<file path="config.mk">
export PLATFORM = sky130hd
export DESIGN_NAME = sbg_glue
export DESIGN_NICKNAME = d
export VERILOG_FILES = /design/src/core/sbg_pkg.sv /design/src/core/sbg_glue.sv
export SDC_FILE = /design/constraint.sdc
export NUM_CORES = 1
export LEC_CHECK = 0
export BUFFER_PORTS_ARGS = -buffer_cell sky130_fd_sc_hd__buf_2
export CORE_UTILIZATION = 40
export DETAILED_ROUTE_END_ITERATION = 6
export PLACE_DENSITY = 0.7
export SYNTH_ARGS = -nofsm -noshare
export SYNTH_HDL_FRONTEND = slang
export SYNTH_SLANG_ARGS = --single-unit
</file>
<file path="constraint.sdc">
create_clock -name clk_sys -period 3.2 [get_ports clk_sys]
set_clock_uncertainty 0.15 [all_clocks]
set_input_delay 0.16 -clock clk_sys [delete_from_list [all_inputs] [get_ports clk_sys]]
set_output_delay 0.16 -clock clk_sys [all_outputs]
set_load 0.005 [all_outputs]
</file>
<file path="src/core/sbg_pkg.sv">
// Package of constants for the board glue logic
package sbg_pkg;
	// Interrupt input indices
	localparam int IRQ_UART = 0;
	localparam int IRQ_SCSI = 1;
	localparam int IRQ_FLOPPY = 2;
	localparam int IRQ_PRINTER = 3;
	localparam int IRQ_COUNT = 4;
	// General-purpose port layout
	localparam int GP_OUT_W = 8;
	localparam int GP_IN_W = 7;
	localparam int GP_HS_A = 0;
	localparam int GP_HS_B = 1;
	localparam int GP_STROBE = 2;
	localparam int GP_TIMER_FEED = 3;
	localparam int GP_SPARE = 4;
	localparam int GP_FDC_RESET = 5;
	localparam int GP_LOOPBACK = 6;
	localparam int GP_PRN_INIT = 7;
	localparam int GP_PRN_BUSY = 2;
	localparam int GP_DRIVE_READY = 3;
	localparam int GP_PRN_SELECT = 4;
	localparam int GP_PAPER_END = 5;
	localparam logic [7:0] GP_OUT_RESET = 8'h00;
	// Peripheral selects
	localparam int PCS_W = 6;
	localparam int PCS_USED = 5;
	// Address space
	localparam int ADDR_W = 20;
	localparam logic [19:0] ROM_MIN_BYTES = 20'h04000;
	localparam logic [19:0] ROM_MAX_BYTES = 20'h20000;
	localparam logic [19:0] EXP_BASE = 20'h80000;
	localparam logic [19:0] RAM_TOP_SMALL = 20'h40000;
	localparam logic [19:0] RAM_TOP_LARGE = 20'h80000;
	// Refresh timing
	localparam int CLK_MHZ = 100;
	localparam int REFRESH_US = 16;
	localparam int REFRESH_CYC = REFRESH_US * CLK_MHZ;
	localparam logic [10:0] REFRESH_LAST = 11'(REFRESH_CYC - 1);
	// Baud generator
	localparam int BAUD_SEL_W = 4;
	localparam int XTAL_HZ = 3686400;
	localparam int BAUD_MIN = 50;
	localparam int BAUD_MAX = 115200;
	// DRAM access phases
	typedef enum logic [3:0] {
		SBG_RAM_IDLE = 4'b0001,
		SBG_RAM_RAS = 4'b0010,
		SBG_RAM_CAS = 4'b0100,
		SBG_RAM_DONE = 4'b1000
	} sbg_ram_state_t;
endpackage

</file>
<file path="src/core/sbg_glue.sv">
// Board glue: selects, interrupt edges, refresh, memory decode, UART port pins
`timescale 1ns/100ps
`default_nettype none

// Overview of operation
// (RULE_01) Peripheral selects combine five processor selects with local decode, no waits.
// (RULE_02) Interrupt 0 UART, 1 SCSI, 2 floppy, 3 printer acknowledge.
// (RULE_03) Each interrupt input detected on a rising edge, active high.
// (RULE_04) Firmware sets timer 0, fed by timer 2, for 18 ticks per second.
// (RULE_05) Timer 2 prescales; its 16 us period clocks timer 0.
// (RULE_06) Timer 1 external count input comes from the UART timer output.
// (RULE_07) Software programs timer 2 to expire each 16 us refresh interval.
// (RULE_08) Refresh channel steps a 20-bit address, paced by timer 2, never stops.
// (RULE_09) Shared DMA request chosen between floppy and SCSI by floppy control bit.
// (RULE_10) EPROM decode supports 16K through 128K bytes of ROM.
// (RULE_11) Software sets the upper memory select for zero waits, ready ignored.
// (RULE_12) DRAM timing built from processor control and status, no waits.
// (RULE_13) Density input low selects 64K devices, high selects 256K devices.
// (RULE_14) Lower and middle selects unused; RAM decodes address lines directly.
// (RULE_15) Expansion decodes upper 512K; upper select disables it over EPROM.
// (RULE_16) Per-channel independent receive and transmit baud, 50 to 115.2K.
// (RULE_17) Output pins 0,1 handshake out; input pins 0,1 handshake in.
// (RULE_18) Port is eight outputs and seven inputs; four handshake, eleven other.
// (RULE_19) Out pins: 2 strobe, 3 timer feed, 4 spare, 5 floppy reset, 7 init.
// (RULE_20) In pins: 2 busy, 3 drive ready, 4 printer select, 5 paper end.
// (RULE_21) Pin 6 open drain, looped to input 6 and jumper; readable when high.
// (RULE_22) Output pins invert their register bits; inputs read without inversion.
// (RULE_23) Floppy controller held in reset while output pin 5 is low.
module sbg_glue
	import sbg_pkg::*;
(
	input wire logic clk_sys,
	input wire logic rst,
	input wire logic [PCS_W-1:0] periph_selects,
	input wire logic [2:0] io_sub_addr,
	output logic [7:0] io_dev_sel,
	input wire logic irq_in_uart,
	input wire logic irq_in_scsi,
	input wire logic irq_in_floppy,
	input wire logic irq_in_printer,
	output logic [IRQ_COUNT-1:0] irq_edge,
	input wire logic uart_timer_out,
	output logic timer1_count_in,
	output logic timer0_count_in,
	output logic refresh_req,
	output logic [ADDR_W-1:0] refresh_addr,
	input wire logic dma_route_scsi,
	input wire logic fdc_dma_req,
	input wire logic scsi_dma_req,
	output logic shared_dma_req,
	input wire logic [ADDR_W-1:0] cpu_addr,
	input wire logic cpu_mem_strobe,
	input wire logic upper_mem_select,
	input wire logic lower_mem_select,
	input wire logic middle_mem_select,
	input wire logic [1:0] rom_size_sel,
	input wire logic ram_density,
	output logic rom_sel,
	output logic ram_ras,
	output logic ram_cas,
	output logic exp_sel,
	input wire logic [BAUD_SEL_W-1:0] baud_rx_a,
	input wire logic [BAUD_SEL_W-1:0] baud_tx_a,
	input wire logic [BAUD_SEL_W-1:0] baud_rx_b,
	input wire logic [BAUD_SEL_W-1:0] baud_tx_b,
	input wire logic baud_tick,
	output logic [3:0] baud_en,
	input wire logic gp_wr,
	input wire logic [GP_OUT_W-1:0] gp_set_bits,
	input wire logic [GP_OUT_W-1:0] gp_clr_bits,
	output logic gp_out_hs_a,
	output logic gp_out_hs_b,
	output logic gp_out_strobe,
	output logic gp_out_timer_feed,
	output logic gp_out_spare,
	output logic gp_out_fdc_reset,
	output logic gp_out_loopback_o,
	output logic gp_out_loopback_oe,
	output logic gp_out_prn_init,
	output logic fdc_reset_hold,
	input wire logic hs_in_chan_a,
	input wire logic hs_in_chan_b,
	input wire logic gp_in_prn_busy,
	input wire logic gp_in_drive_ready,
	input wire logic gp_in_prn_select,
	input wire logic gp_in_paper_end,
	input wire logic gp_in_loopback,
	output logic [GP_IN_W-1:0] gp_in_value
);

	// ------------------------------------------------------------
	// Peripheral selects
	// ------------------------------------------------------------
	logic [7:0] io_dev_sel_reg, io_dev_sel_next;

	// Local decode qualified by five selects, no wait states
	always_comb begin
		io_dev_sel_next = 8'h00;
		for (int i = 0; i < PCS_USED; i++) begin
			if (periph_selects[i]) begin
				io_dev_sel_next = io_dev_sel_next | (8'h01 << io_sub_addr); // [RULE_01]
			end
		end
	end

	always_ff @(posedge clk_sys) begin
		if (rst) begin
			io_dev_sel_reg <= 8'h00;
		end else begin
			io_dev_sel_reg <= io_dev_sel_next;
		end
	end
	assign io_dev_sel = io_dev_sel_reg;

	// ------------------------------------------------------------
	// Interrupt edge detection
	// ------------------------------------------------------------
	logic [IRQ_COUNT-1:0] irq_lvl;
	logic [IRQ_COUNT-1:0] irq_prev_reg, irq_prev_next;
	logic [IRQ_COUNT-1:0] irq_edge_reg, irq_edge_next;

	// Fixed routing of the four sources
	assign irq_lvl[IRQ_UART] = irq_in_uart; // [RULE_02]
	assign irq_lvl[IRQ_SCSI] = irq_in_scsi; // [RULE_02]
	assign irq_lvl[IRQ_FLOPPY] = irq_in_floppy; // [RULE_02]
	assign irq_lvl[IRQ_PRINTER] = irq_in_printer; // [RULE_02]

	// Rising edge, active high, one pulse per edge
	generate
		for (genvar g = 0; g < IRQ_COUNT; g++) begin : g_irq
			always_comb begin
				irq_prev_next[g] = irq_lvl[g];
				irq_edge_next[g] = irq_lvl[g] & ~irq_prev_reg[g]; // [RULE_03]
			end
		end
	endgenerate

	always_ff @(posedge clk_sys) begin
		if (rst) begin
			irq_prev_reg <= '0;
			irq_edge_reg <= '0;
		end else begin
			irq_prev_reg <= irq_prev_next;
			irq_edge_reg <= irq_edge_next;
		end
	end
	assign irq_edge = irq_edge_reg;

	// ------------------------------------------------------------
	// Timers, refresh and shared DMA
	// ------------------------------------------------------------
	logic [10:0] pre_cnt_reg, pre_cnt_next;
	logic pre_tick_reg, pre_tick_next;
	logic t1_in_reg, t1_in_next;
	logic [ADDR_W-1:0] ref_addr_reg, ref_addr_next;
	logic dma_req_reg, dma_req_next;

	// Prescaler period paces timer 0 and refresh
	always_comb begin
		pre_tick_next = 1'b0;
		if (pre_cnt_reg == REFRESH_LAST) begin
			pre_cnt_next = 11'h000;
			pre_tick_next = 1'b1; // [RULE_05]
		end else begin
			pre_cnt_next = pre_cnt_reg + 11'h001;
		end
		t1_in_next = uart_timer_out; // [RULE_06]
		// Free-running wrap, no terminal count
		ref_addr_next = pre_tick_reg ? ref_addr_reg + 20'h00001 : ref_addr_reg; // [RULE_08]
		dma_req_next = dma_route_scsi ? scsi_dma_req : fdc_dma_req; // [RULE_09]
	end

	always_ff @(posedge clk_sys) begin
		if (rst) begin
			pre_cnt_reg <= 11'h000;
			pre_tick_reg <= 1'b0;
			t1_in_reg <= 1'b0;
			ref_addr_reg <= '0;
			dma_req_reg <= 1'b0;
		end else begin
			pre_cnt_reg <= pre_cnt_next;
			pre_tick_reg <= pre_tick_next;
			t1_in_reg <= t1_in_next;
			ref_addr_reg <= ref_addr_next;
			dma_req_reg <= dma_req_next;
		end
	end
	assign timer0_count_in = pre_tick_reg;
	assign refresh_req = pre_tick_reg;
	assign refresh_addr = ref_addr_reg;
	assign timer1_count_in = t1_in_reg;
	assign shared_dma_req = dma_req_reg;

	// ------------------------------------------------------------
	// Memory decode and DRAM timing
	// ------------------------------------------------------------
	sbg_ram_state_t ram_state_reg, ram_state_next;
	logic [ADDR_W-1:0] rom_bytes;
	logic [ADDR_W-1:0] ram_top;
	logic ram_hit;
	logic rom_sel_reg, rom_sel_next;
	logic exp_sel_reg, exp_sel_next;
	logic ras_reg, ras_next;
	logic cas_reg, cas_next;

	// ROM size 16K shifted up to 128K
	always_comb begin
		rom_bytes = ROM_MIN_BYTES << rom_size_sel; // [RULE_10]
		if (rom_bytes > ROM_MAX_BYTES) begin
			rom_bytes = ROM_MAX_BYTES;
		end
		ram_top = ram_density ? RAM_TOP_LARGE : RAM_TOP_SMALL; // [RULE_13]
		// Lower and middle selects ignored; address lines decoded
		ram_hit = cpu_addr < ram_top; // [RULE_14]
	end

	// Select decode, upper select masks expansion over EPROM
	always_comb begin
		rom_sel_next = cpu_mem_strobe & upper_mem_select &
			(cpu_addr >= (20'hFFFFF - rom_bytes + 20'h00001)); // [RULE_10]
		exp_sel_next = cpu_mem_strobe & (cpu_addr >= EXP_BASE) & ~upper_mem_select; // [RULE_15]
	end

	// DRAM strobes straight from status, no wait state
	always_comb begin
		ram_state_next = ram_state_reg;
		ras_next = 1'b0;
		cas_next = 1'b0;
		unique case (ram_state_reg)
			SBG_RAM_IDLE: begin
				if (cpu_mem_strobe & ram_hit) begin
					ram_state_next = SBG_RAM_RAS;
					ras_next = 1'b1; // [RULE_12]
				end
			end
			SBG_RAM_RAS: begin
				ram_state_next = SBG_RAM_CAS;
				ras_next = 1'b1;
				cas_next = 1'b1; // [RULE_12]
			end
			SBG_RAM_CAS: begin
				ras_next = cpu_mem_strobe;
				cas_next = cpu_mem_strobe;
				if (!cpu_mem_strobe) begin
					ram_state_next = SBG_RAM_DONE;
				end
			end
			SBG_RAM_DONE: begin
				ram_state_next = SBG_RAM_IDLE;
			end
			default: begin
				ram_state_next = SBG_RAM_IDLE;
			end
		endcase
	end

	always_ff @(posedge clk_sys) begin
		if (rst) begin
			ram_state_reg <= SBG_RAM_IDLE;
			rom_sel_reg <= 1'b0;
			exp_sel_reg <= 1'b0;
			ras_reg <= 1'b0;
			cas_reg <= 1'b0;
		end else begin
			ram_state_reg <= ram_state_next;
			rom_sel_reg <= rom_sel_next;
			exp_sel_reg <= exp_sel_next;
			ras_reg <= ras_next;
			cas_reg <= cas_next;
		end
	end
	assign rom_sel = rom_sel_reg;
	assign exp_sel = exp_sel_reg;
	assign ram_ras = ras_reg;
	assign ram_cas = cas_reg;

	// ------------------------------------------------------------
	// Baud enables
	// ------------------------------------------------------------
	logic [15:0] baud_div_reg, baud_div_next;
	logic [3:0] baud_en_reg, baud_en_next;
	logic [BAUD_SEL_W-1:0] baud_sel [4];

	assign baud_sel[0] = baud_rx_a;
	assign baud_sel[1] = baud_tx_a;
	assign baud_sel[2] = baud_rx_b;
	assign baud_sel[3] = baud_tx_b;

	// Each direction taps its own divider bit
	always_comb begin
		baud_div_next = baud_tick ? baud_div_reg + 16'h0001 : baud_div_reg;
		for (int i = 0; i < 4; i++) begin
			baud_en_next[i] = baud_tick &
				(baud_div_reg[baud_sel[i]] & ~baud_div_next[baud_sel[i]]); // [RULE_16]
		end
	end

	always_ff @(posedge clk_sys) begin
		if (rst) begin
			baud_div_reg <= 16'h0000;
			baud_en_reg <= 4'h0;
		end else begin
			baud_div_reg <= baud_div_next;
			baud_en_reg <= baud_en_next;
		end
	end
	assign baud_en = baud_en_reg;

	// ------------------------------------------------------------
	// General-purpose port
	// ------------------------------------------------------------
	logic [GP_OUT_W-1:0] gp_reg, gp_next;
	logic [GP_OUT_W-1:0] gp_pin_reg, gp_pin_next;
	logic [GP_IN_W-1:0] gp_in_reg, gp_in_next;
	logic fdc_hold_reg, loop_oe_reg;

	// Set and clear commands, set wins
	always_comb begin
		gp_next = gp_reg;
		if (gp_wr) begin
			gp_next = (gp_reg & ~gp_clr_bits) | gp_set_bits;
		end
		gp_pin_next = ~gp_next; // [RULE_22]
		gp_in_next[GP_HS_A] = hs_in_chan_a; // [RULE_17]
		gp_in_next[GP_HS_B] = hs_in_chan_b; // [RULE_17]
		gp_in_next[GP_PRN_BUSY] = gp_in_prn_busy; // [RULE_20]
		gp_in_next[GP_DRIVE_READY] = gp_in_drive_ready; // [RULE_20]
		gp_in_next[GP_PRN_SELECT] = gp_in_prn_select; // [RULE_20]
		gp_in_next[GP_PAPER_END] = gp_in_paper_end; // [RULE_20]
		gp_in_next[GP_LOOPBACK] = gp_in_loopback; // [RULE_21]
	end

	always_ff @(posedge clk_sys) begin
		if (rst) begin
			gp_reg <= GP_OUT_RESET;
			gp_pin_reg <= ~GP_OUT_RESET;
			gp_in_reg <= '0;
			fdc_hold_reg <= GP_OUT_RESET[GP_FDC_RESET];
			loop_oe_reg <= GP_OUT_RESET[GP_LOOPBACK];
		end else begin
			gp_reg <= gp_next;
			gp_pin_reg <= gp_pin_next;
			fdc_hold_reg <= gp_next[GP_FDC_RESET]; // [RULE_23]
			loop_oe_reg <= gp_next[GP_LOOPBACK]; // [RULE_21]
			gp_in_reg <= gp_in_next; // [RULE_18]
		end
	end

	assign gp_out_hs_a = gp_pin_reg[GP_HS_A]; // [RULE_17]
	assign gp_out_hs_b = gp_pin_reg[GP_HS_B]; // [RULE_17]
	assign gp_out_strobe = gp_pin_reg[GP_STROBE]; // [RULE_19]
	assign gp_out_timer_feed = gp_pin_reg[GP_TIMER_FEED]; // [RULE_19]
	assign gp_out_spare = gp_pin_reg[GP_SPARE]; // [RULE_19]
	assign gp_out_fdc_reset = gp_pin_reg[GP_FDC_RESET]; // [RULE_19]
	assign gp_out_prn_init = gp_pin_reg[GP_PRN_INIT]; // [RULE_19]
	// Open drain: only pulls low, released when high
	assign gp_out_loopback_o = 1'b0;
	assign gp_out_loopback_oe = loop_oe_reg; // [RULE_21]
	// Floppy reset held while pin 5 low
	assign fdc_reset_hold = fdc_hold_reg; // [RULE_23]
	assign gp_in_value = gp_in_reg;

endmodule

`default_nettype wire

</file>
== After elaboration in Yosys (flattened, before gate mapping) ==
Cells that the tools add are included.

* Register bits after elaboration: 103
* Output and inout bits: 61
* Bits of input ports: 87
* Logic and storage cells: 110

* Eq/ne operators: 6
* Magnitude comparators: 8
* Mux-type cells: 33
* Add/subtract/negate cells: 5
* Shifts and indexed selects: 2
* Bitwise gates (word level): 34
* Reductions and logical operators: 2

{| class="wikitable"
|+ Operator list
! operator !! count
|-
| 2-to-1 mux 8 bit || 6
|-
| adder 20 x 1 -> 20 bit, second input constant || 2
|-
| 2-to-1 mux 20 bit || 2
|-
| bitwise OR 8 bit || 5
|-
| binary-select mux 1 bit (select 4 bit) || 8
|-
| greater-or-equal comparator 20 bit || 1
|-
| greater-or-equal comparator 20 bit, second input constant || 1
|-
| > comparator 20 x 18 -> 1 bit, second input constant || 1
|-
| < comparator 20 bit || 1
|-
| < comparator 4 x 5 -> 1 bit, second input constant || 4
|-
| left shift 15 x 2 -> 20 bit, first input constant || 1
|-
| subtractor 20 bit, first input constant || 1
|-
| bitwise AND 1 bit || 17
|-
| adder 16 x 1 -> 16 bit, second input constant || 1
|-
| 2-to-1 mux 16 bit || 1
|-
| inverter 8 bit || 2
|-
| case mux 4 bit (3 select lines) || 1
|-
| adder 11 x 1 -> 11 bit, second input constant || 1
|-
| == test 11 bit, second input constant || 1
|-
| 2-to-1 mux 1 bit || 11
|-
| inverter 1 bit || 9
|-
| bitwise AND 8 bit || 1
|-
| 2-to-1 mux 4 bit || 2
|-
| left shift 1 x 3 -> 8 bit, first input constant || 1
|-
| other kinds (8) || 9
|}

== Depth between registers and ports, before layout ==
Gate-level depths: netlist of run 1.

* Depth after elaboration: 10
* Depth in mapped cells: 9
* Depth with buffers taken out: 7

== Least setup slack after synthesis of run 1 ==
No wires, ideal clock.

* Kind: reg2reg
* Start point: register baud_div_reg[0]
* End point: register baud_en_reg[0], in the netlist baud_en[0]
* Period minus slack after synthesis: 2.513 ns
* Data arrival time: 2.272 ns
* Data required time: 2.959 ns
* Buffers on the path: 0
* Slack: 0.687 ns
* Setup time: 0.091 ns
* Cell stages (with the launch flop): 8
* Path through: dfxtp_1 -> ha_1 -> nand4_1 -> nor4_1 -> xnor2_1 -> nor3_1 -> or4_1 -> a311oi_1

* Cells in the longest elaborated chain, start to end: 7
* Elaborated cells between the ends (all ways): 9
* Classes of those cells: 1 x add/sub; 5 x mux; 3 x bitwise

{| class="wikitable"
|+ RTL lines
! what !! line !! source
|-
| start, declared || sbg_glue.sv:280 || <nowiki>logic [15:0] baud_div_reg, baud_div_next;</nowiki>
|-
| start signal, assigned || sbg_glue.sv:303 || <nowiki>baud_div_reg <= baud_div_next;</nowiki>
|-
| adder 16 x 1 -> 16 bit || sbg_glue.sv:291 || <nowiki>baud_div_next = baud_tick ? baud_div_reg + 16'h0001 : baud_div_reg;</nowiki>
|-
| 2-to-1 mux 16 bit || sbg_glue.sv:291 ||
|-
| binary-select mux 1 bit (select 4 bit) || sbg_glue.sv:294 || <nowiki>(baud_div_reg[baud_sel[i]] & ~baud_div_next[baud_sel[i]]);</nowiki>
|-
| 2-to-1 mux 1 bit (not written as such) || sbg_glue.sv:294 ||
|-
| inverter 1 bit || sbg_glue.sv:294 ||
|-
| bitwise AND 1 bit * || sbg_glue.sv:294 ||
|-
| bitwise AND 1 bit * || sbg_glue.sv:293 || <nowiki>baud_en_next[i] = baud_tick &</nowiki>
|-
| end signal, assigned || sbg_glue.sv:304 || <nowiki>baud_en_reg <= baud_en_next;</nowiki>
|-
| end, declared || sbg_glue.sv:281 || <nowiki>logic [3:0] baud_en_reg, baud_en_next;</nowiki>
|}

Mark *: on every way between the ends. The rest lies on a longest branch, timed or not. The select of a mux whose other input is x is not followed.
A chain may end at the register's enable or synchronous reset.

== Worst setup path in the final report of run 1 ==
* Start point: register baud_div_reg[0]
* End point: register baud_en_reg[2], in the netlist baud_en[2]

Same word-level chain as after synthesis.

==> summary by stage, run 1 <==
Placement
Detailed placement finished with a half-perimeter wire length of 10,300 um. The cell area after placement is 6061 um2. Before CTS, the worst setup slack after placement is 460.3 ps. Routability-driven placement finished with a final weighted congestion of around 0.97.

The number of buffers inserted by port buffering is 129.

Synth
The summed instance area of the synthesized netlist is roughly 5300 um2. Counting distinct cell types in the post-synthesis netlist gives 60. Counting every instance in the synthesized netlist gives 600. The share of synthesized area occupied by flip-flops and latches is 37.91%. The fraction of registers with async set or reset after synthesis is 0%. The synthesis-stage register bit count is 100. During synthesis, Yosys emitted a total of 0 warnings. Averaged over all synthesized cells, the footprint is 8.802 um2. The number of enable-type register cells in the synthesized netlist is 0. The most used flip-flop cell after synthesis is sky130_fd_sc_hd__dfxtp_1.

Timing
The upper clock frequency limit is roughly 350 MHz. Setup repair after global routing left no endpoint under its margin. Adding up every negative setup slack in the final design gives 0 ps. The smallest setup slack after layout is 378.3 ps. The final critical-path share of the clock period is 88.18%.

The clock period minus final worst setup slack is 2822 ps. The final-report hold violation count came to 0. The number of pins exceeding their max-slew limit in the final report was 0. Setup violations remaining at the end of the flow were counted as 0.

The max-slew headroom at the worst pin is 43.73%. At the pin with the least slew margin, the transition time is about 840 ps.

Clocking
The number of buffers between clock root and the deepest sink is 2. After clock tree synthesis, the clock-pin slew on the worst setup and hold paths is around 70 ps. The H-tree level count is 3. The worst-skew pair later-pin latency is 350 ps. Clock tree synthesis inserted a total of 9 buffers. The clock tree from TritonCTS is yes. The CTS sink count is 100. The root buffer cell is sky130_fd_sc_hd__clkbuf_16.

Power and ir drop
The largest voltage drop on the vdd net is 0.0003131 V. The leakage power is 0.002816 uW. Power spread over the standard cell area amounts to roughly 400 nW/um2. The sum of internal, switching and leakage power is ~2700 uW.

Global routing
The initial antenna violation count is 1. The first global-routing pass estimated 24,030 um of wire. The via count of the first global-routing pass was about 5,000. The total routing usage reported by global routing is 22.90%. Summed over all layers, the global routing overflow is 0.

The pin count of the biggest net entering global routing is 59.

Worst setup path
The delay contributed by the slowest stage of the critical path is 770 ps. The slowest cell on the critical path is sky130_fd_sc_hd__or4_1. Walking the worst path, the cells encountered are nand2_2, or4_1, buf_4, a311oi_1, o31ai_1, o2111a_1. The largest fanout on the critical path is 10. The start-to-end type of the worst setup path is reg -> reg.

The worst setup path is captured at a flop. The required arrival time at the worst endpoint is 3300 ps. STA classifies the critical path startpoint as a flop. The data arrival time at the worst-slack endpoint is around 2900 ps.

Routing
After detailed routing, the average wire length per cell comes to about 16 um. The first-pass iteration count of the detailed router is 5. After detailed routing, the total wire length is 15,140 um. The remaining number of nets flagged by the antenna check after routing is 0. The first-iteration detailed-routing DRC count is 328. The count of unresolved DRC violations after routing is 0. After detailed routing, the number of vias per cell comes to 5.554.

The detailed router placed approximately 5,200 vias in this run.

Cells and area
The number of nets in the layout is roughly 850. 0 antenna diodes ended up in the layout. Cells fill 53.72% of the core in the end. The most frequent standard cell in the layout excluding fill and tap cells is sky130_fd_sc_hd__buf_2. The area overhead of the layout relative to synthesis is 29.40%. In the layout the commonest cells are 129 x sky130_fd_sc_hd__buf_2, 100 x sky130_fd_sc_hd__dfxtp_1, 74 x sky130_fd_sc_hd__nor2_1, 52 x sky130_fd_sc_hd__nand2_1, 46 x sky130_fd_sc_hd__dlygate4sd3_1. Summing all non-filler instances in the final layout gives an area of 6834 um2. The fraction of final layout cells with drive strength greater than 1 is between 20 and 30%. The register with the most flip-flops in the layout has 20 of them.

Floorplan
The area inside the core boundary is 12,720 um2. The height of the die is 116.9 um. The die covers between 10,000 and 15,000 um2. The overall die width is 116.9 um. Once the floorplan was initialized, standard cells occupied 41.51% of the core. The placement row count is 41. The number of top-level design ports is approximately 150.

Hold path
The path type of the worst min-delay path is in -> reg.

Outcome
The run finished with clean final reports.

Flow run
The max-capacitance violation count is 0.
layout make-up:
| class | count | area, um2 |
|---|---|---|
| Timing Repair Buffer | 189 | 1211 |
| Fill cell | 1161 | 5888 |
| Sequential cell | 100 | 2002 |
| Multi-Input combinational cell | 440 | 3029 |
| Clock buffer | 10 | 239.0 |
| Inverter | 17 | 63.81 |
| Tap cell | 172 | 215.2 |
| Clock inverter | 6 | 73.82 |
kinds of logic (layout without fill, tap and decap cells):
kind of cell / after synthesis / after routing / share of synthesized area [%]
AND/OR/NAND/NOR: 268 / 268 / 26.58
XOR/XNOR: 36 / 36 / 5.970
flip-flops: 100 / 100 / 37.91
multiplexers: 26 / 26 / 9.524
adder cells (fa/ha/maj): 8 / 8 / 1.895
other: 1 / 2 / 0.07101
buffers and inverters: 61 / 222 / 4.809
AO/OA/AOI/OAI: 100 / 100 / 13.24
worst max-delay path, delay by kind of cell (launching register included):
kind,cells,cell delay (ps)
AOI/OAI and AO/OA,3,790
DFF,1,540
and+or+nand+nor,2,970
buffers and inverters,1,260
metrics by stage:
| stage | hold slack [ps] | std cells |
|---|---|---|
| after floorplan | 85.70 | 601 |
| after CTS | 2.720 | 934 |
| after global placement | 185.1 | 872 |
| after detailed placement | 192.9 | 872 |
| after global routing | 23.45 | 934 |
| final | 12.13 | 934 |
cell usage after synthesis (6+ instances only):
cell	instances	share of area (%)
sky130_fd_sc_hd__dfxtp_1	100	38
sky130_fd_sc_hd__nor2_1	74	5.3
sky130_fd_sc_hd__nand2_1	52	3.7
sky130_fd_sc_hd__clkbuf_1	31	2.2
sky130_fd_sc_hd__nor2b_1	26	3.1
sky130_fd_sc_hd__o21ai_0	23	2.2
sky130_fd_sc_hd__mux4_2	19	8.1
sky130_fd_sc_hd__xor2_1	19	3.2
sky130_fd_sc_hd__inv_1	17	1.2
sky130_fd_sc_hd__xnor2_1	17	2.8
sky130_fd_sc_hd__a21oi_1	15	1.4
sky130_fd_sc_hd__nor3_1	15	1.4
sky130_fd_sc_hd__nand3_1	14	1.3
sky130_fd_sc_hd__nand4_1	11	1.3
sky130_fd_sc_hd__nand3b_1	10	1.4
sky130_fd_sc_hd__nor4_1	10	1.2
sky130_fd_sc_hd__and3_1	9	1.1
sky130_fd_sc_hd__nand2b_1	9	1.1
sky130_fd_sc_hd__ha_1	8	1.9
sky130_fd_sc_hd__a21o_1	7	1.0
sky130_fd_sc_hd__or3_1	7	0.83
sky130_fd_sc_hd__a2111oi_0	6	1.0
sky130_fd_sc_hd__and2_1	6	0.71
sky130_fd_sc_hd__buf_4	6	0.85
repair_timing:
action                     CTS  global route
setup endpoints to repair    0             0
resized for setup            0             0
hold buffers                46             0
buffers inserted             0             0
hold endpoints to repair    46             0
report_power, final:
| part | total, uW | switching, uW | internal, uW |
|---|---|---|---|
| registers | 1300 | 20.0 | 1280 |
| logic | 296 | 147 | 149 |
| clock network | 1150 | 508 | 642 |
| total | 2750 | 675 | 2070 |
routing by layer:
layer / track usage (%) / wire (um)
met5: 0 / 8
met4: 11.81 / 467
met3: 6.076 / 1340
met2: 38.26 / 7366
met1: 27.09 / 5954
worst paths after layout:
kind | endpoint | cells after the start | from | slack [ps]
setup / recovery | baud_en[2] | 6 | baud_div_reg[0] | 380
setup reg to reg | baud_en[2] | 6 | baud_div_reg[0] | 380
hold / removal | gp_reg[4] | 5 | gp_clr_bits[4] | 10
hold reg to reg | irq_edge[3] | 1 | irq_prev_reg[3] | 230
No activity file was read; power rests on OpenSTA's default activity.
==> run 2, diff against run 1 <==
--- a/config.mk
+++ b/config.mk
@@ -6,9 +6,9 @@
 export NUM_CORES = 1
 export LEC_CHECK = 0
 export BUFFER_PORTS_ARGS = -buffer_cell sky130_fd_sc_hd__buf_2
-export CORE_UTILIZATION = 40
+export CORE_UTILIZATION = 30
 export DETAILED_ROUTE_END_ITERATION = 6
-export PLACE_DENSITY = 0.7
+export PLACE_DENSITY = 0.59
 export SYNTH_ARGS = -nofsm -noshare
 export SYNTH_HDL_FRONTEND = slang
 export SYNTH_SLANG_ARGS = --single-unit
==> constraint.sdc (replaced) <==
create_clock -name clk_sys -period 2.26 [get_ports clk_sys]
set_clock_uncertainty 0.15 [all_clocks]
set_input_delay 0.113 -clock clk_sys [delete_from_list [all_inputs] [get_ports clk_sys]]
set_output_delay 0.113 -clock clk_sys [all_outputs]
set_load 0.005 [all_outputs]
==> summary by stage, run 2 (synthesized netlist as in run 1, its figures left out) <==
Power and ir drop
Per report_power, the clock group accounts for a little over two fifths of the total. The fraction of power consumed by sequential logic is a little under half. The largest voltage drop on the vdd net is 0.0003727 V. The net switching power figure is roughly 1000 uW.

The switching power as a share of total power is 24.84%. The leakage power is approximately 0.0032 uW. The internal portion of total power is 3020 uW. Dividing total power by cell area gives a power density of around 540 nW/um2.

The portion of total power attributed to combinational logic is 11.1%.

Timing
The number of pins exceeding their max-slew limit in the final report came to 0. Setup repair after global routing could not meet its margin everywhere. The count of final setup violators is 0. On the final layout, the worst hold slack is about 5.2 ps. After routing, the total negative slack on setup checks comes to 0 ps.

Derived from the worst setup path, the maximum achievable clock frequency is 458.4 MHz. Measured against its own limit, the worst slew margin works out to 59.92%. The actual transition at the worst max-transition pin is 596.9 ps.

The worst path uses just under 100% of the clock period. The clock period minus final worst setup slack is 2182 ps. The final-report hold violation count was 0.

Floorplan
For this design the top-level I/O count stands at around 150. The area inside the core boundary is roughly 17,000 um2. The overall die width is 134.7 um. Row generation in the floorplan step produced 48 rows. The initial utilization of the core area, before any placement, comes to 30.64%. The die covers 18,140 um2. The die is around 130 um tall.

Clocking
TritonCTS built the clock tree. The clock passes through at most 2 buffers. The H-tree level count is 3.

The clock slew seen by the registers of the worst setup and hold paths is 80 ps. CTS saw 100 sinks. The tree is rooted in a sky130_fd_sc_hd__clkbuf_16. In this run, CTS created clock tree buffers numbering 9.

The later pin in the worst-skew pair is clocked with a latency of 360 ps.

Global routing
The routing usage on met3 is 4.204%. The total routing usage reported by global routing is 16.75%. The global-route track usage on met2 is 27.35%. The global route total overflow is 0. The most used routing layer in global routing is met2. The pin count of the biggest net entering global routing is 69. The initial antenna violation count is 0. Global routing used 20.66% of the available met1 tracks. The via count of the first global-routing pass is 4,705. The first global-routing pass estimated 23,910 um of wire.

Cells and area
The final non-filler cell total is 1,027. In the final design database the tool counted 892 nets. The library cell used most frequently in the layout, excluding fill and tap cells, is sky130_fd_sc_hd__buf_2. The post-route cell area is about 7400 um2. Summing all multi-input logic gate instances after layout gives 3187 um2. The repair_antennas step left the layout with diodes totalling 0. The number of fillers in the final layout is 1,649. The end-of-flow core utilization is 43.03%.

The fraction of final layout cells with drive strength greater than 1 is between 30% and 40%. In the layout the commonest cells are 129 x sky130_fd_sc_hd__buf_2, 90 x sky130_fd_sc_hd__dfxtp_1, 74 x sky130_fd_sc_hd__nor2_1, 54 x sky130_fd_sc_hd__buf_4, 52 x sky130_fd_sc_hd__nand2_1. The area overhead of the layout relative to synthesis is 40.44%. Across the whole layout, storage elements account for around 2000 um2. The register with the most flip-flops in the layout has 20 of them.

Worst setup path
The start-to-end type of the worst setup path is reg -> reg. The worst setup path is captured at a flop. The startpoint class of the critical path is a flop. Data on the critical path is required at its endpoint by 2380 ps. The most critical setup path has its startpoint at baud_div_reg[7]. Data arrives at the worst endpoint at 2310 ps. The largest fanout on the critical path is 6. The startpoint of the most critical register-to-register path is baud_div_reg[7].

Placement
The number of buffers inserted by port buffering is 129. At the end of routability-driven placement, the weighted congestion stood at a little over 0.9. The cell area after placement is between 6000 and 7000 um2. The number of cells after detailed placement is about 970.

The post-DP HPWL is 10,720 um.

Outcome
The flow ran to the end, and the final reports show no timing, DRC or antenna violations.

Flow run
The max-capacitance violation count is 0.

Hold path
In this run the most critical hold path is launched from baud_tx_a[3]. The min-delay analysis places its worst path in the category in -> reg.

Routing
Using the TritonRoute via totals, the vias-per-cell ratio works out to around 5. The count of nets left with antenna violations once routing finished came out at 0. The pre-antenna-repair detailed-routing pass consisted of 4 iterations. The count of unresolved DRC violations after routing is 0. After the first detailed-routing iteration, the DRC count stood at 306. The count of vias placed by the detailed router is 5,139.

The average wire per standard cell is 14.81 um. The final layout contains routed wiring with a total length of roughly 15,000 um.
run 2: cell count changes in the layout (fill, tap and decap cells not counted), moves of 3 or more:
cell / change
sky130_fd_sc_hd__buf_4: +40
sky130_fd_sc_hd__dfxtp_1: -10
sky130_fd_sc_hd__dfxtp_2: +8
sky130_fd_sc_hd__nor4_1: -6
sky130_fd_sc_hd__dlygate4sd3_1: -5
sky130_fd_sc_hd__buf_6: +4
sky130_fd_sc_hd__inv_6: -4
sky130_fd_sc_hd__nor4_4: +4
sky130_fd_sc_hd__o311ai_0: -3
sky130_fd_sc_hd__o311ai_1: +3
run 2: worst max-delay path, cell delays in order (launching register included):
cell                       delay, ps
sky130_fd_sc_hd__dfxtp_2         380
sky130_fd_sc_hd__nand4_1         150
sky130_fd_sc_hd__buf_6           180
sky130_fd_sc_hd__nor4_4          330
sky130_fd_sc_hd__xnor2_2         180
sky130_fd_sc_hd__nor3_1           60
sky130_fd_sc_hd__or4_1           470
sky130_fd_sc_hd__a311oi_1        210
run 2: path summary, 6_finish.rpt:
| check | to | slack (ps) | cells after the start |
|---|---|---|---|
| setup / recovery | baud_en[0] | 80 | 7 |
| hold / removal | baud_en[1] | 5 | 3 |
| setup reg to reg | baud_en[0] | 80 | 7 |
| hold reg to reg | irq_edge[2] | 230 | 1 |
run 2: per-layer routing:
metal,vias up,part of all wire [%]
li1,2530,-
met3,25,6.8
met1,2425,44
met5,-,0
met2,159,47
met4,0,2.4
run 2: layout make-up:
cell class                 count  share of cell area [%]
clock inverter                 5                   1.012
tap                          225                   3.796
multi-input combinational    440                   42.97
inverter                      17                  0.8603
sequential                   100                   27.23
clock buffer                  11                   3.559
timing repair buffer         229                   20.58
run 2: power groups by stage:
stage / sequential [uW] / combinational (uW) / clock (uW)
global route: 1840 / 491 / 1860
finish: 1830 / 445 / 1740
global placement: 1870 / 379 / 0
floorplan: 1880 / 210 / 0
CTS: 1830 / 437 / 1800
detailed placement: 1870 / 381 / 0
run 2: stage by stage:
step	total power, uW	setup WS, ps
global route	4191	-64.49
CTS	4068	3.155
global placement	2251	-0.3133
detailed placement	2253	2.172
floorplan	2087	3.564
finish	4017	78.39
run 2: what timing repair did:
| item | CTS | global route |
|---|---|---|
| buffers inserted | 0 | 3 |
| setup endpoints to repair | 2 | 4 |
| hold endpoints to repair | 45 | 0 |
| pin swaps | 0 | 16 |
| hold buffers | 41 | 0 |
| gates resized for setup | 2 | 39 |
==> run 3, diff against run 2 <==
--- a/config.mk
+++ b/config.mk
@@ -6,9 +6,10 @@
 export NUM_CORES = 1
 export LEC_CHECK = 0
 export BUFFER_PORTS_ARGS = -buffer_cell sky130_fd_sc_hd__buf_2
-export CORE_UTILIZATION = 30
+export CORE_UTILIZATION = 48
+export CTS_BUF_LIST = sky130_fd_sc_hd__clkbuf_8 sky130_fd_sc_hd__clkbuf_16
 export DETAILED_ROUTE_END_ITERATION = 6
-export PLACE_DENSITY = 0.59
+export PLACE_DENSITY = 0.83
 export SYNTH_ARGS = -nofsm -noshare
 export SYNTH_HDL_FRONTEND = slang
 export SYNTH_SLANG_ARGS = --single-unit
==> summary by stage, run 3 (synthesized netlist as in run 1, its figures left out) <==
Clocking
TritonCTS built the clock tree. The clock buffer count from CTS is 9. The worst-skew pair later-pin latency is around 380 ps. CTS saw 100 sinks. After clock tree synthesis, the clock-pin slew on the worst setup and hold paths is 110 ps. The root buffer cell is sky130_fd_sc_hd__clkbuf_8. The H-tree level count is 3. The number of buffers between clock root and the deepest sink is 2.

Power and ir drop
In this run, flip-flops and latches consume about half of the power. The internal power of the cells totals 2703 uW. The portion of total power attributed to combinational logic is 13.2%. In this run switching power makes up 25.56% of total power. The clock network is responsible for 36.3% of the overall power.

The largest voltage drop on the vdd net is 0.0004934 V. Summed over all nets, the switching power comes to 928.2 uW. The total power density per cell area is ~500 nW/um2.

The leakage power is ~0.0031 uW.

Global routing
The total routing usage reported by global routing is between 30% and 40%. The pin count of the biggest net entering global routing is 69. The via count of the first global-routing pass is 5,627. The initial antenna violation count was 0. The global route total overflow is 0. The wire length of the first global-routing pass is ~27,000 um.

Flow run
The tool flagged a number of max-cap violations equal to 0.

Timing
The routed design could run at a clock period as short as between 2000 and 2500 ps. The final-report hold violation count is 0. Setup repair after global routing could not meet its margin everywhere. Of the available clock period, the critical path in the final layout requires 101.6%. The max-slew headroom at the worst pin is 53.35%. The upper clock frequency limit is 435.4 MHz. In the final timing run, aggregate negative setup slack is -36.83 ps. The smallest setup slack after layout is -36.83 ps. The count of final setup violators is 1. The number of pins exceeding their max-slew limit in the final report came to 0. The actual transition at the worst max-transition pin is a little under 700 ps.

Floorplan
From left edge to right edge, the die measures 106.9 um. The core region is 10,510 um2. The effective utilization at floorplan is between 50% and 60%. The die outline area is 11,430 um2.

The number of top-level design ports is about 150. The placement row count is 37. The height of the die is 106.9 um.

Hold path
The min-delay analysis places its worst path in the category in -> reg. The hold-critical path depth is 3. The path with the worst hold slack has its endpoint at baud_en[1]. The startpoint of the worst hold path is baud_tx_a[3].

Routing
The pre-antenna-repair detailed-routing pass consisted of 5 iterations. Summed over all layers, the routed wires come to 17,110 um. The count of vias placed by the detailed router is 5,519. The average vias per placed instance is slightly below 6. Once detail routing completed, the nets flagged for antenna violations numbered 0. After detailed routing, the number of remaining DRC violations is 0. In the final routed layout, each cell accounts on average for 18.20 um.

In this run, the number of DRC markers left after iteration 0 of detailed routing was ~380.

Cells and area
In the layout the commonest cells are 129 x sky130_fd_sc_hd__buf_2, 91 x sky130_fd_sc_hd__dfxtp_1, 74 x sky130_fd_sc_hd__nor2_1, 55 x sky130_fd_sc_hd__buf_4, 52 x sky130_fd_sc_hd__nand2_1. The fraction of final layout cells with drive strength greater than 1 is between 30% and 40%. The flip-flop count of the largest register after layout is 20.

The area overhead of the layout relative to synthesis is 36.39%. 0 antenna diodes ended up in the layout. The most frequent standard cell in the layout excluding fill and tap cells is sky130_fd_sc_hd__buf_2. The end-of-flow core utilization is 68.54%. With fillers left out, the area of the finished cells amounts to slightly above 7000 um2. At the end of the flow, the number of nets in the layout was about 900.

Worst setup path
The required arrival time at the worst endpoint is 2410 ps. Along the worst path, the maximum fanout reaches 9. The register-to-register setup slack is -40 ps. The critical path endpoint category is a flop. Counting cells, the worst reg-to-reg path comes to 8. The capturing point of the worst reg2reg path is baud_en[0]. The worst setup path is of the reg -> reg kind. The startpoint class of the critical path is a flop. The data arrival time at the worst-slack endpoint is roughly 2400 ps. The startpoint of the most critical register-to-register path is baud_div_reg[0].

In this run the worst setup path begins at baud_div_reg[0].

Placement
During placement, the flow inserted port buffers numbering 129. The placer congestion estimate is 1.050. The post-DP HPWL is around 11,000 um.

Before CTS, the worst setup slack after placement is -96.58 ps. In this run the cell area measured after placement is roughly 6300 um2.

Outcome
The checks that failed: setup timing. The flow ran to the end, but the final reports show violations.
-- run 3: changes by cell type in the layout (fill, tap and decap cells not counted), sizes merged --
cell / change
clkinvlp: +1
clkinv: -1
clkbuf: -1
dlygate4sd3: +3
bufinv: +1
buf: -1
-- run 3: worst max path at each step --
stage	slack [ps]	cells past startpoint	end
after detailed placement	-100	9	baud_en[3]
after global placement	-20	9	baud_en[3]
after global routing	-140	8	baud_en[0]
final	-40	8	baud_en[0]
after CTS	-4	8	baud_en[0]
after floorplan	4	7	baud_en[0]
-- run 3: metal layers --
| metal | track usage (%) | vias up | routed length [um] |
|---|---|---|---|
| li1 | - | 2535 | - |
| met1 | 36.11 | 2641 | 6649 |
| met2 | 53.04 | 285 | 8352 |
| met3 | 7.112 | 58 | 1435 |
| met4 | 15.66 | 0 | 668 |
| met5 | 0 | - | 0 |
-- run 3: power by group through the flow --
stage	clock (uW)	combinational, uW	sequential, uW
after floorplan	0	210	1880
after global placement	0	377	1870
after detailed placement	0	391	1870
after CTS	1320	452	1830
after global routing	1400	518	1840
final	1320	479	1830
-- run 3: what timing repair did --
item | CTS | global route
gates resized for setup | 12 | 30
hold endpoints to repair | 46 | 0
hold buffers | 44 | 0
setup endpoints to repair | 4 | 4
pin swaps | 2 | 12
buffers inserted | 3 | 2
-- run 3: stage by stage --
stage / cells / hold slack [ps] / power (uW)
final: 940 / 23.53 / 3631
after global routing: 940 / 42.15 / 3756
after CTS: 938 / 4.476 / 3604
after detailed placement: 875 / 147.8 / 2263
after global placement: 875 / 137.4 / 2246
after floorplan: 601 / 38.70 / 2087
-- run 3: cell type report --
type                       count  area, um2
clock buffer                  10      137.6
clock inverter                 6      87.58
fill                         788       3306
inverter                      17      63.81
multi-input combinational    440       3182
sequential                   100       2021
tap                          136      170.2
timing repair buffer         231       1541
-- run 3: critical path: stages, from the launching register on --
cell	delay [ps]
sky130_fd_sc_hd__dfxtp_4	380
sky130_fd_sc_hd__buf_4	110
sky130_fd_sc_hd__nand2_2	70
sky130_fd_sc_hd__buf_4	170
sky130_fd_sc_hd__nor4_1	350
sky130_fd_sc_hd__xnor2_1	200
sky130_fd_sc_hd__nor2_1	70
sky130_fd_sc_hd__or4_1	500
sky130_fd_sc_hd__a311oi_1	220
